<file path="config.mk">
export PLATFORM = sky130hd
export DESIGN_NAME = pca_readout
export DESIGN_NICKNAME = d
export VERILOG_FILES = /design/src/rtl/pca_pkg.sv /design/src/rtl/pca_buf.sv /design/src/rtl/pca_readout.sv
export SDC_FILE = /design/constraint.sdc
export NUM_CORES = 1
export LEC_CHECK = 0
export ABC_AREA = 1
export BUFFER_PORTS_ARGS = -buffer_cell sky130_fd_sc_hd__buf_2
export CAP_MARGIN = 25
export CORE_MARGIN = 4
export CORE_UTILIZATION = 40
export CTS_CLUSTER_DIAMETER = 50
export DETAILED_ROUTE_END_ITERATION = 6
export PLACE_DENSITY = 0.58
export SETUP_SLACK_MARGIN = 0.3
export SLEW_MARGIN = 20
export SYNTH_ARGS = -nofsm -noshare
export SYNTH_HDL_FRONTEND = slang
export SYNTH_SLANG_ARGS = --single-unit
</file>
<file path="constraint.sdc">
create_clock -name clk_in -period 2.2 [get_ports clk_in]
set_input_delay 0.22 -clock clk_in [delete_from_list [all_inputs] [get_ports clk_in]]
set_output_delay 0.22 -clock clk_in [all_outputs]
set_load 0.01 [all_outputs]
</file>
<file path="src/rtl/pca_pkg.sv">
// Purpose: Shared constants and types for the ADC serial readout block
// Assumes: Crystal near 32.768 kHz, system clock 125 MHz
// Notes:   Counts below are in crystal periods unless named otherwise
package pca_pkg;

  // ------------------------------------------------------------------
  // Word and timing
  // ------------------------------------------------------------------
  localparam int WORD_BITS        = 24;
  localparam int OSC_HZ           = 32768;
  localparam int DECIM_A          = 69;
  localparam int DECIM_B          = 8;
  localparam int DECIM_C          = 3;
  localparam int CONV_PERIOD_OSC  = DECIM_A * DECIM_B * DECIM_C;
  localparam int SETTLE_PERIODS   = 2;
  localparam int PLL_LOCK_OSC     = 4;
  localparam int BUF_DEPTH        = 2;

  // ------------------------------------------------------------------
  // Pin levels
  // ------------------------------------------------------------------
  localparam logic MODE_MASTER = 1'h0;
  localparam logic SCLK_IDLE   = 1'h1;
  localparam logic LINE_BUSY   = 1'h1;
  localparam logic LINE_READY  = 1'h0;

  // ------------------------------------------------------------------
  // Synchroniser bit positions
  // ------------------------------------------------------------------
  localparam int SYNC_N    = 5;
  localparam int SYNC_OSC  = 4;
  localparam int SYNC_SCLK = 3;
  localparam int SYNC_CSN  = 2;
  localparam int SYNC_MODE = 1;
  localparam int SYNC_PAIR = 0;

  typedef enum logic [2:0] {
    ST_STANDBY,
    ST_LOCK,
    ST_BUSY,
    ST_AVAIL,
    ST_SHIFT
  } pca_state_t;

endpackage

</file>
<file path="src/rtl/pca_buf.sv">
// Purpose: Small valid/ready FIFO between result source and shifter
// Assumes: Single clock, flush has priority over push
// Notes:   Full and empty are exact; ready drops when full
`timescale 1ns/1ps
module pca_buf #(
  parameter int WIDTH = 24,
  parameter int DEPTH = 2
) (
  input  wire logic             clk_in,
  input  wire logic             resetn_in,
  input  wire logic             flush_in,
  input  wire logic             in_valid_in,
  output      logic             in_ready_out,
  input  wire logic [WIDTH-1:0] in_data_in,
  output      logic             out_valid_out,
  input  wire logic             out_ready_in,
  output      logic [WIDTH-1:0] out_data_out
);

  localparam int AW = (DEPTH > 1) ? $clog2(DEPTH) : 1;

  logic [WIDTH-1:0] mem_r [DEPTH];
  logic [AW-1:0]    wr_ptr_r;
  logic [AW-1:0]    rd_ptr_r;
  logic [AW:0]      count_r;
  wire              push;
  wire              pop;

  function automatic logic [AW-1:0] ptr_inc(input logic [AW-1:0] p);
    ptr_inc = (p == AW'(DEPTH - 1)) ? '0 : p + AW'(1);
  endfunction

  // ------------------------------------------------------------------
  // Handshake
  // ------------------------------------------------------------------
  assign in_ready_out  = (count_r != (AW + 1)'(DEPTH));
  assign out_valid_out = (count_r != '0);
  assign out_data_out  = mem_r[rd_ptr_r];
  assign push          = in_valid_in && in_ready_out;
  assign pop           = out_valid_out && out_ready_in;

  always_ff @(posedge clk_in) begin
    if (push) begin
      mem_r[wr_ptr_r] <= in_data_in;
    end
  end

  always_ff @(posedge clk_in or negedge resetn_in) begin
    if (!resetn_in) begin
      wr_ptr_r <= '0;
      rd_ptr_r <= '0;
      count_r  <= '0;
    end else if (flush_in) begin
      wr_ptr_r <= '0;
      rd_ptr_r <= '0;
      count_r  <= '0;
    end else begin
      if (push) begin
        wr_ptr_r <= ptr_inc(wr_ptr_r);
      end
      if (pop) begin
        rd_ptr_r <= ptr_inc(rd_ptr_r);
      end
      count_r <= count_r + (AW + 1)'(push) - (AW + 1)'(pop);
    end
  end

endmodule

</file>
<file path="src/rtl/pca_readout.sv">
// Purpose: Conversion sequencing and serial readout of a two-pair ADC
// Assumes: Pins are asynchronous; result source runs on clk_in
// Notes:   Pin outputs lag internal state by one clock (registered)
//
// Contract
// Master drives serial clock, one crystal period
// Slave mode: host supplies serial clock
// Slave reads may pause; shift position kept
// Chip select low: lock PLL, then convert
// Chip select high: abort, float pins, discard
// Line high while conversion incomplete
// Line low when result ready
// Unread result: line high before next update
// Master: line low half cycle before clocks
// Data changes after falling edge, sampled rising
// Mode low master, mode high slave
// One result every 69*8*3 crystal periods
// Two output periods settle before first result
// Select low first pair, high second pair
// Master: exactly 24 clocks, then idle high
// Host idles clock high, gives 24 pulses
// Results coded offset binary
// Most significant bit shifted first
`timescale 1ns/1ps
module pca_readout
  import pca_pkg::*;
#(
  parameter int CONV_PERIOD = pca_pkg::CONV_PERIOD_OSC,
  parameter int PLL_LOCK    = pca_pkg::PLL_LOCK_OSC,
  parameter int DEPTH       = pca_pkg::BUF_DEPTH
) (
  input  wire logic                          clk_in,
  input  wire logic                          resetn_in,
  input  wire logic                          crystal_osc_clock_in,
  input  wire logic                          cs_n_in,
  input  wire logic                          mode_in,
  input  wire logic                          input_pair_select_in,
  input  wire logic                          sclk_in,
  output      logic                          sclk_out,
  output      logic                          sclk_oe_out,
  output      logic                          dout_rdy_out,
  output      logic                          dout_rdy_oe_out,
  input  wire logic                          result_valid_in,
  output      logic                          result_ready_out,
  input  wire logic [pca_pkg::WORD_BITS-1:0] result_data_in,
  output      logic                          pair_select_out,
  output      logic                          converting_out
);

  localparam int CW = $clog2(CONV_PERIOD);
  localparam int LW = (PLL_LOCK > 1) ? $clog2(PLL_LOCK) : 1;
  localparam int BW = $clog2(WORD_BITS + 1);
  localparam int MSB = WORD_BITS - 1;

  // ------------------------------------------------------------------
  // Pin synchronisers
  // ------------------------------------------------------------------
  wire  [SYNC_N-1:0] raw_pins;
  logic [SYNC_N-1:0] sync1_r;
  logic [SYNC_N-1:0] sync2_r;
  logic [SYNC_N-1:0] prev_r;

  assign raw_pins = {crystal_osc_clock_in, sclk_in, cs_n_in, mode_in,
                     input_pair_select_in};

  genvar gi;
  generate
    for (gi = 0; gi < SYNC_N; gi++) begin : g_sync
      always_ff @(posedge clk_in or negedge resetn_in) begin
        if (!resetn_in) begin
          sync1_r[gi] <= 1'h1;
          sync2_r[gi] <= 1'h1;
          prev_r[gi]  <= 1'h1;
        end else begin
          sync1_r[gi] <= raw_pins[gi];
          sync2_r[gi] <= sync1_r[gi];
          prev_r[gi]  <= sync2_r[gi];
        end
      end
    end
  endgenerate

  wire crystal_osc_clock_rise = sync2_r[SYNC_OSC] && !prev_r[SYNC_OSC];
  wire crystal_osc_clock_fall = !sync2_r[SYNC_OSC] && prev_r[SYNC_OSC];
  wire sclk_rise = sync2_r[SYNC_SCLK] && !prev_r[SYNC_SCLK];
  wire sclk_fall = !sync2_r[SYNC_SCLK] && prev_r[SYNC_SCLK];
  wire cs_act    = !sync2_r[SYNC_CSN];
  wire pair_s    = sync2_r[SYNC_PAIR];
  wire master    = (sync2_r[SYNC_MODE] == MODE_MASTER);

  // ------------------------------------------------------------------
  // State and datapath registers
  // ------------------------------------------------------------------
  pca_state_t     state_r;
  pca_state_t     state_nxt;
  logic [CW-1:0]  conv_cnt_r;
  logic [LW-1:0]  lock_cnt_r;
  logic [1:0]     settle_cnt_r;
  logic [MSB:0]   shreg_r;
  logic [BW-1:0]  bit_cnt_r;
  logic           started_r;
  logic           sclk_r;
  logic           active_pair_r;
  logic           dout_r;
  logic           dout_oe_r;
  logic           sclk_oe_r;
  logic           buf_valid;
  logic [MSB:0]   buf_data;

  wire converting = (state_r == ST_BUSY) || (state_r == ST_AVAIL) ||
                    (state_r == ST_SHIFT);
  wire restart    = converting && (pair_s != active_pair_r);
  wire upd_ev     = converting && crystal_osc_clock_rise &&
                    (conv_cnt_r == CW'(CONV_PERIOD - 1));
  wire upd_pre    = converting && crystal_osc_clock_rise &&
                    (conv_cnt_r == CW'(CONV_PERIOD - 2));
  wire settled    = (settle_cnt_r == 2'(SETTLE_PERIODS));
  wire pop_ev     = upd_ev && (state_r == ST_BUSY);
  wire present    = pop_ev && settled && buf_valid;
  wire lock_done  = crystal_osc_clock_rise && (lock_cnt_r == LW'(PLL_LOCK - 1));
  wire flush      = !converting || restart;

  // Master edges come from the crystal; slave edges from the host clock
  wire fall_ev = master ? ((state_r == ST_SHIFT) && crystal_osc_clock_rise)
                        : ((state_r == ST_AVAIL) && sclk_fall);
  wire rise_ev = master ? ((state_r == ST_SHIFT) && crystal_osc_clock_fall)
                        : ((state_r == ST_AVAIL) && sclk_rise);
  wire last_bit = rise_ev && started_r &&
                  (bit_cnt_r == BW'(WORD_BITS - 1));
  wire line_val = (state_r == ST_AVAIL || state_r == ST_SHIFT) ?
                  (started_r ? shreg_r[MSB] : LINE_READY)
                  : LINE_BUSY;

  // ------------------------------------------------------------------
  // Result buffer
  // ------------------------------------------------------------------
  pca_buf #(
    .WIDTH (WORD_BITS),
    .DEPTH (DEPTH)
  ) u_buf (
    .clk_in        (clk_in),
    .resetn_in     (resetn_in),
    .flush_in      (flush),
    .in_valid_in   (result_valid_in),
    .in_ready_out  (result_ready_out),
    .in_data_in    (result_data_in),
    .out_valid_out (buf_valid),
    .out_ready_in  (pop_ev),
    .out_data_out  (buf_data)
  );

  // ------------------------------------------------------------------
  // Sequencer
  // ------------------------------------------------------------------
  always_comb begin
    state_nxt = state_r;
    case (state_r)
      ST_STANDBY: begin
        state_nxt = ST_LOCK;
      end
      ST_LOCK: begin
        if (lock_done) begin
          state_nxt = ST_BUSY;
        end
      end
      ST_BUSY: begin
        if (present) begin
          state_nxt = ST_AVAIL;
        end
      end
      ST_AVAIL: begin
        if (upd_pre) begin
          state_nxt = ST_BUSY;
        end else if (master && crystal_osc_clock_fall) begin
          state_nxt = ST_SHIFT;
        end else if (!master && last_bit) begin
          state_nxt = ST_BUSY;
        end
      end
      ST_SHIFT: begin
        if (last_bit) begin
          state_nxt = ST_BUSY;
        end
      end
      default: begin
        state_nxt = ST_STANDBY;
      end
    endcase
    if (!cs_act) begin
      state_nxt = ST_STANDBY;
    end else if (restart) begin
      state_nxt = ST_BUSY;
    end
  end

  always_ff @(posedge clk_in or negedge resetn_in) begin
    if (!resetn_in) begin
      state_r <= ST_STANDBY;
    end else begin
      state_r <= state_nxt;
    end
  end

  // Lock wait and conversion timebase, counted in crystal periods
  always_ff @(posedge clk_in or negedge resetn_in) begin
    if (!resetn_in) begin
      lock_cnt_r <= '0;
      conv_cnt_r <= '0;
    end else begin
      lock_cnt_r <= (state_r == ST_LOCK && crystal_osc_clock_rise) ?
                    lock_cnt_r + LW'(1) :
                    ((state_r == ST_LOCK) ? lock_cnt_r : '0);
      if (!converting || restart) begin
        conv_cnt_r <= '0;
      end else if (crystal_osc_clock_rise) begin
        conv_cnt_r <= upd_ev ? '0 : conv_cnt_r + CW'(1);
      end
    end
  end

  // Settling: discard results until two periods have passed
  always_ff @(posedge clk_in or negedge resetn_in) begin
    if (!resetn_in) begin
      settle_cnt_r  <= '0;
      active_pair_r <= 1'h0;
    end else if (!converting || restart) begin
      settle_cnt_r  <= '0;
      active_pair_r <= pair_s;
    end else if (upd_ev && !settled) begin
      settle_cnt_r  <= settle_cnt_r + 2'h1;
    end
  end

  // ------------------------------------------------------------------
  // Output shifter
  // ------------------------------------------------------------------
  always_ff @(posedge clk_in or negedge resetn_in) begin
    if (!resetn_in) begin
      shreg_r   <= '0;
      started_r <= 1'h0;
      bit_cnt_r <= '0;
    end else if (present) begin
      shreg_r   <= {~buf_data[MSB], buf_data[MSB-1:0]};
      started_r <= 1'h0;
      bit_cnt_r <= '0;
    end else begin
      if (fall_ev) begin
        started_r <= 1'h1;
      end
      if (fall_ev && started_r) begin
        shreg_r <= {shreg_r[MSB-1:0], 1'h0};
      end
      if (rise_ev && started_r) begin
        bit_cnt_r <= bit_cnt_r + BW'(1);
      end
    end
  end

  // Serial clock is the inverted crystal only while a word is shifting
  always_ff @(posedge clk_in or negedge resetn_in) begin
    if (!resetn_in) begin
      sclk_r    <= SCLK_IDLE;
      dout_r    <= LINE_BUSY;
      dout_oe_r <= 1'h0;
      sclk_oe_r <= 1'h0;
    end else begin
      if (state_r != ST_SHIFT || crystal_osc_clock_fall) begin
        sclk_r <= SCLK_IDLE;
      end else if (crystal_osc_clock_rise) begin
        sclk_r <= ~SCLK_IDLE;
      end
      dout_r    <= line_val;
      dout_oe_r <= cs_act;
      sclk_oe_r <= cs_act && master;
    end
  end

  assign sclk_out        = sclk_r;
  assign sclk_oe_out     = sclk_oe_r;
  assign dout_rdy_out    = dout_r;
  assign dout_rdy_oe_out = dout_oe_r;
  assign pair_select_out = active_pair_r;
  assign converting_out  = converting;
endmodule

</file>
==> run_results.csv <==
group,metric,value,unit
synth,yosysMostFrequentCell,"nand2_1",
sta,fmax,530.9,MHz
routing,vias,3658,
setup_path,arrival,2170,ps
cells_and_area,diodes,0,
clock_tree,cts_sinks,117,
global_routing,grt_util_met3,4.807,%
synth,synth-edff-count,48,
routing,routedWlPerCell,13.23,microns
synth,synthSimpleGateAreaFrac,24.25,%
floorplanning,io_pins,39,
synth,synth_xor_area_share,0.6963,%
place,port_buffers,38,
place,place_congestion,0.8914,
floorplanning,die_y,120.2,microns
worst_hold_path,min_path_type,"input port to flop",
synth,muxShareOfSynthArea,0.1990,%
global_routing,grt_use_met2,25.36,%
cells_and_area,area_growth,28.57,%
floorplanning,initial_utilization,41.37,%
pwr,peakVddDrop,0.0005692,V
routing,drtIter0Drc,273,
pwr,power_leakage,2.892,nW
worst_hold_path,hold_depth,5,
clock_tree,cts_buffers,17,
synth,synth-adder-area-share,1.741,%
global_routing,busiest_layer,"met2",
global_routing,met1_usage,19.40,%
setup_path,ff2ff_path_depth,9,
routing,routed_wl,10.22,mm
clock_tree,clkLatencyLatePin,420,ps
sta,worst_pin_slew,666.4,ps
synth,synth_compound_area_share,4.651,%
routing,vias_per_cell,4.732,
sta,rsz0062_at_grt,"yes",
synth,ys_types,38,
synth,syn_inst,510,
synth,syn_area,5031,sq um
pwr,clock_power_share,48.0,%
setup_path,cp_max_fo,21,
setup_path,ff2ff_setup_slack,320,ps
worst_hold_path,hold_end,"u_buf.wr_ptr_r$_DFFE_PN0P_",
cells_and_area,final_nets,631,
setup_path,r2r-end,"shreg_r[1]$_DFFE_PN0P_",
global_routing,track_usage,15.75,%
global_routing,grt_pass1_wl,17.61,mm
clock_tree,cts_buffer_depth,2,
flow_run,drv_cap,0,
routing,drc,0,
setup_path,reg2reg_from,"sync2_r[4]$_DFF_PN1_",
sta,finalCritPeriodShare,85.62,%
sta,period_minus_slack,1884,ps
pwr,p_sw_share,24.34,%
clock_tree,cts_tree,"done",
place,place_hpwl,6.347,mm
sta,setup_viol,0,
floorplanning,num_rows,40,
synth,synth_top_family_by_area,"simple AND/OR/NAND/NOR gates",
setup_path,worstSetupPathType,"flop to flop",
synth,syn_avg_cell_area,9.865,sq um
clock_tree,htreeDepth,4,
pwr,intPower,4.744,mW
setup_path,required,2490,ps
pwr,power_density,969.2,nW/um^2
sta,maxSlewHeadroom,55.57,%
synth,async_flop_share,58.97,%
synth,synth_top_cell_area_share,28.65,%
synth,synth_area_leader_cell,"edfxtp_1",
synth,ys.flop_type,"dfrtp_1",
clock_tree,clkTransAtPathRegs,50,ps
synth,seq_area_frac_synth,63.32,%
routing,drt_first_pass_iters,5,
synth,ys_top_cells_by_area,"edfxtp_1 (29%), dfrtp_1 (27%), nand2_1 (12%)",
floorplanning,die_w,120.2,microns
pwr,combPwrFrac,11.1,%
synth,synth_warnings,0,
global_routing,overflow,0,
worst_hold_path,worstHoldStart,"result_valid_in",
setup_path,worst_setup_path_start_kind,"flop",
place,dp.cells,706,
synth,synth-seq-cells,117,
cells_and_area,final_cells,773,
pwr,netSwitchingPower,1.526,mW
synth,yosys-top-cells-count,"nand2_1 (156), nand3_1 (59), dfrtp_1 (55), edfxtp_1 (48)",
pwr,pwr-share-seq,40.8,%
cells_and_area,final_layout_size_suffix_gt1_share,21.65,%
floorplanning,coreArea,12160,sq um
status,status,"finished clean",
clock_tree,cts_root_buf,"clkbuf_16",
global_routing,grt_pass1_vias,3681,
sta,finClkSkew,10.14,ps
routing,ant_nets,0,
sta,fin_tns_setup,0,ps
floorplanning,dieArea,14440,sq um
sta,drv_slew,0,
global_routing,grt_max_degree,43,
global_routing,antenna_found_initial,0,
setup_path,end_kind,"flop",
synth,synth_nets,549,
sta,hold_viol_final,0,
==> per-layer routing <==
metal | up-vias | share of wire (%)
li1 | 1844 | -
met1 | 1721 | 46
met2 | 74 | 48
met3 | 19 | 4.3
met4 | 0 | 1.9
met5 | - | 0
==> repair_timing <==
item / in CTS / in global routing
hold endpoints to repair: 67 / 0
gates resized for setup: 8 / 13
setup buffers: 2 / 3
setup endpoints to repair: 26 / 37
hold buffers: 30 / 0
pin swaps: 0 / 3
==> area by class of cell <==
cell class | count | area, sq um
Clock buffer | 20 | 446.7
Inverter | 46 | 175.2
Tap cell | 168 | 210.2
Clock inverter | 12 | 202.7
Timing Repair Buffer | 79 | 585.6
Sequential cell | 117 | 3188
Fill cell | 1074 | 5693
Multi-Input combinational cell | 331 | 1660
==> stage by stage <==
step	utilization (%)	hold WS, ps	worst slack, ps	power [mW]	cell area, sq um
finish	53.19	286.4	316.4	6.269	6469
global route	53.19	344.0	155.1	6.555	6469
CTS	52.64	287.8	292.9	6.286	6402
detailed placement	44.46	289.9	180.1	3.188	5408
global placement	44.46	282.8	290.9	3.161	5408
floorplan	-	-75.59	344.3	2.962	5036
==> power by group through the flow <==
stage	Clock, mW	Sequential [mW]	Combinational (mW)
after global placement	0	2.58	0.584
after global routing	3.18	2.58	0.796
final	3.01	2.56	0.698
after CTS	3.07	2.55	0.670
after floorplan	0	2.55	0.416
after detailed placement	0	2.58	0.603
==> cells by family (layout without fill, tap and decap cells) <==
logic type,count (synthesis),after routing
and+or+nand+nor,278,278
muxes,1,1
AOI/OAI and AO/OA,41,41
buffers and inverters,62,157
adders and majority gates,7,7
xor gates and xnor gates,4,4
DFF,117,117
==> worst max path at each step <==
| stage | startpoint | to | slack [ps] |
|---|---|---|---|
| finish | sync2_r[4]$_DFF_PN1_ | shreg_r[1]$_DFFE_PN0P_ | 320 |
| floorplan | state_r[2]$_DFFE_PN0P_ | u_buf.count_r[1]$_DFF_PN0_ | 340 |
| global route | state_r[2]$_DFFE_PN0P_ | u_buf.count_r[1]$_DFF_PN0_ | 160 |
| detailed placement | state_r[2]$_DFFE_PN0P_ | u_buf.count_r[1]$_DFF_PN0_ | 180 |
| CTS | conv_cnt_r[10]$_DFFE_PN0P_ | u_buf.count_r[1]$_DFF_PN0_ | 290 |
| global placement | state_r[2]$_DFFE_PN0P_ | u_buf.count_r[1]$_DFF_PN0_ | 290 |
==> state kept, by name, summed over array words and instances (netlist names) <==
signal and cells:
bit_cnt_r 5, conv_cnt_r 11, dout_rdy_oe_out 1, dout_rdy_out 1, lock_cnt_r 2, pair_s 1, pair_select_out 1, prev_r 2
sclk_oe_out 1, sclk_out 1, settle_cnt_r 2, shreg_r 24, started_r 1, state_r 3, sync1_r 5, sync2_r 4
u_buf.count_r 2, u_buf.mem_r 48, u_buf.rd_ptr_r 1, u_buf.wr_ptr_r 1
==> worst max-delay path: stages (launching register included) <==
cell      delay (ps)
dfstp_2          530
inv_1             70
nor2_4           150
inv_2            110
o31ai_2          290
nand2_1          170
nand2_4          110
inv_2            160
nand2_1          100
o211ai_1          80
==> cells in the final DEF (no fill, tap or decap), types with 9 or more instances in the layout <==
cell type      instances
dfrtp_1               53
nand3_1               58
inv_2                  9
buf_4                 10
clkbuf_16             17
buf_2                 38
dlygate4sd3_1         30
nand2_1              153
edfxtp_1              48
dfstp_2               14
o21ai_0               15
nor2_1                34
inv_1                 36
a21oi_1               16
Note: power is estimated with default switching activity, not from simulation.
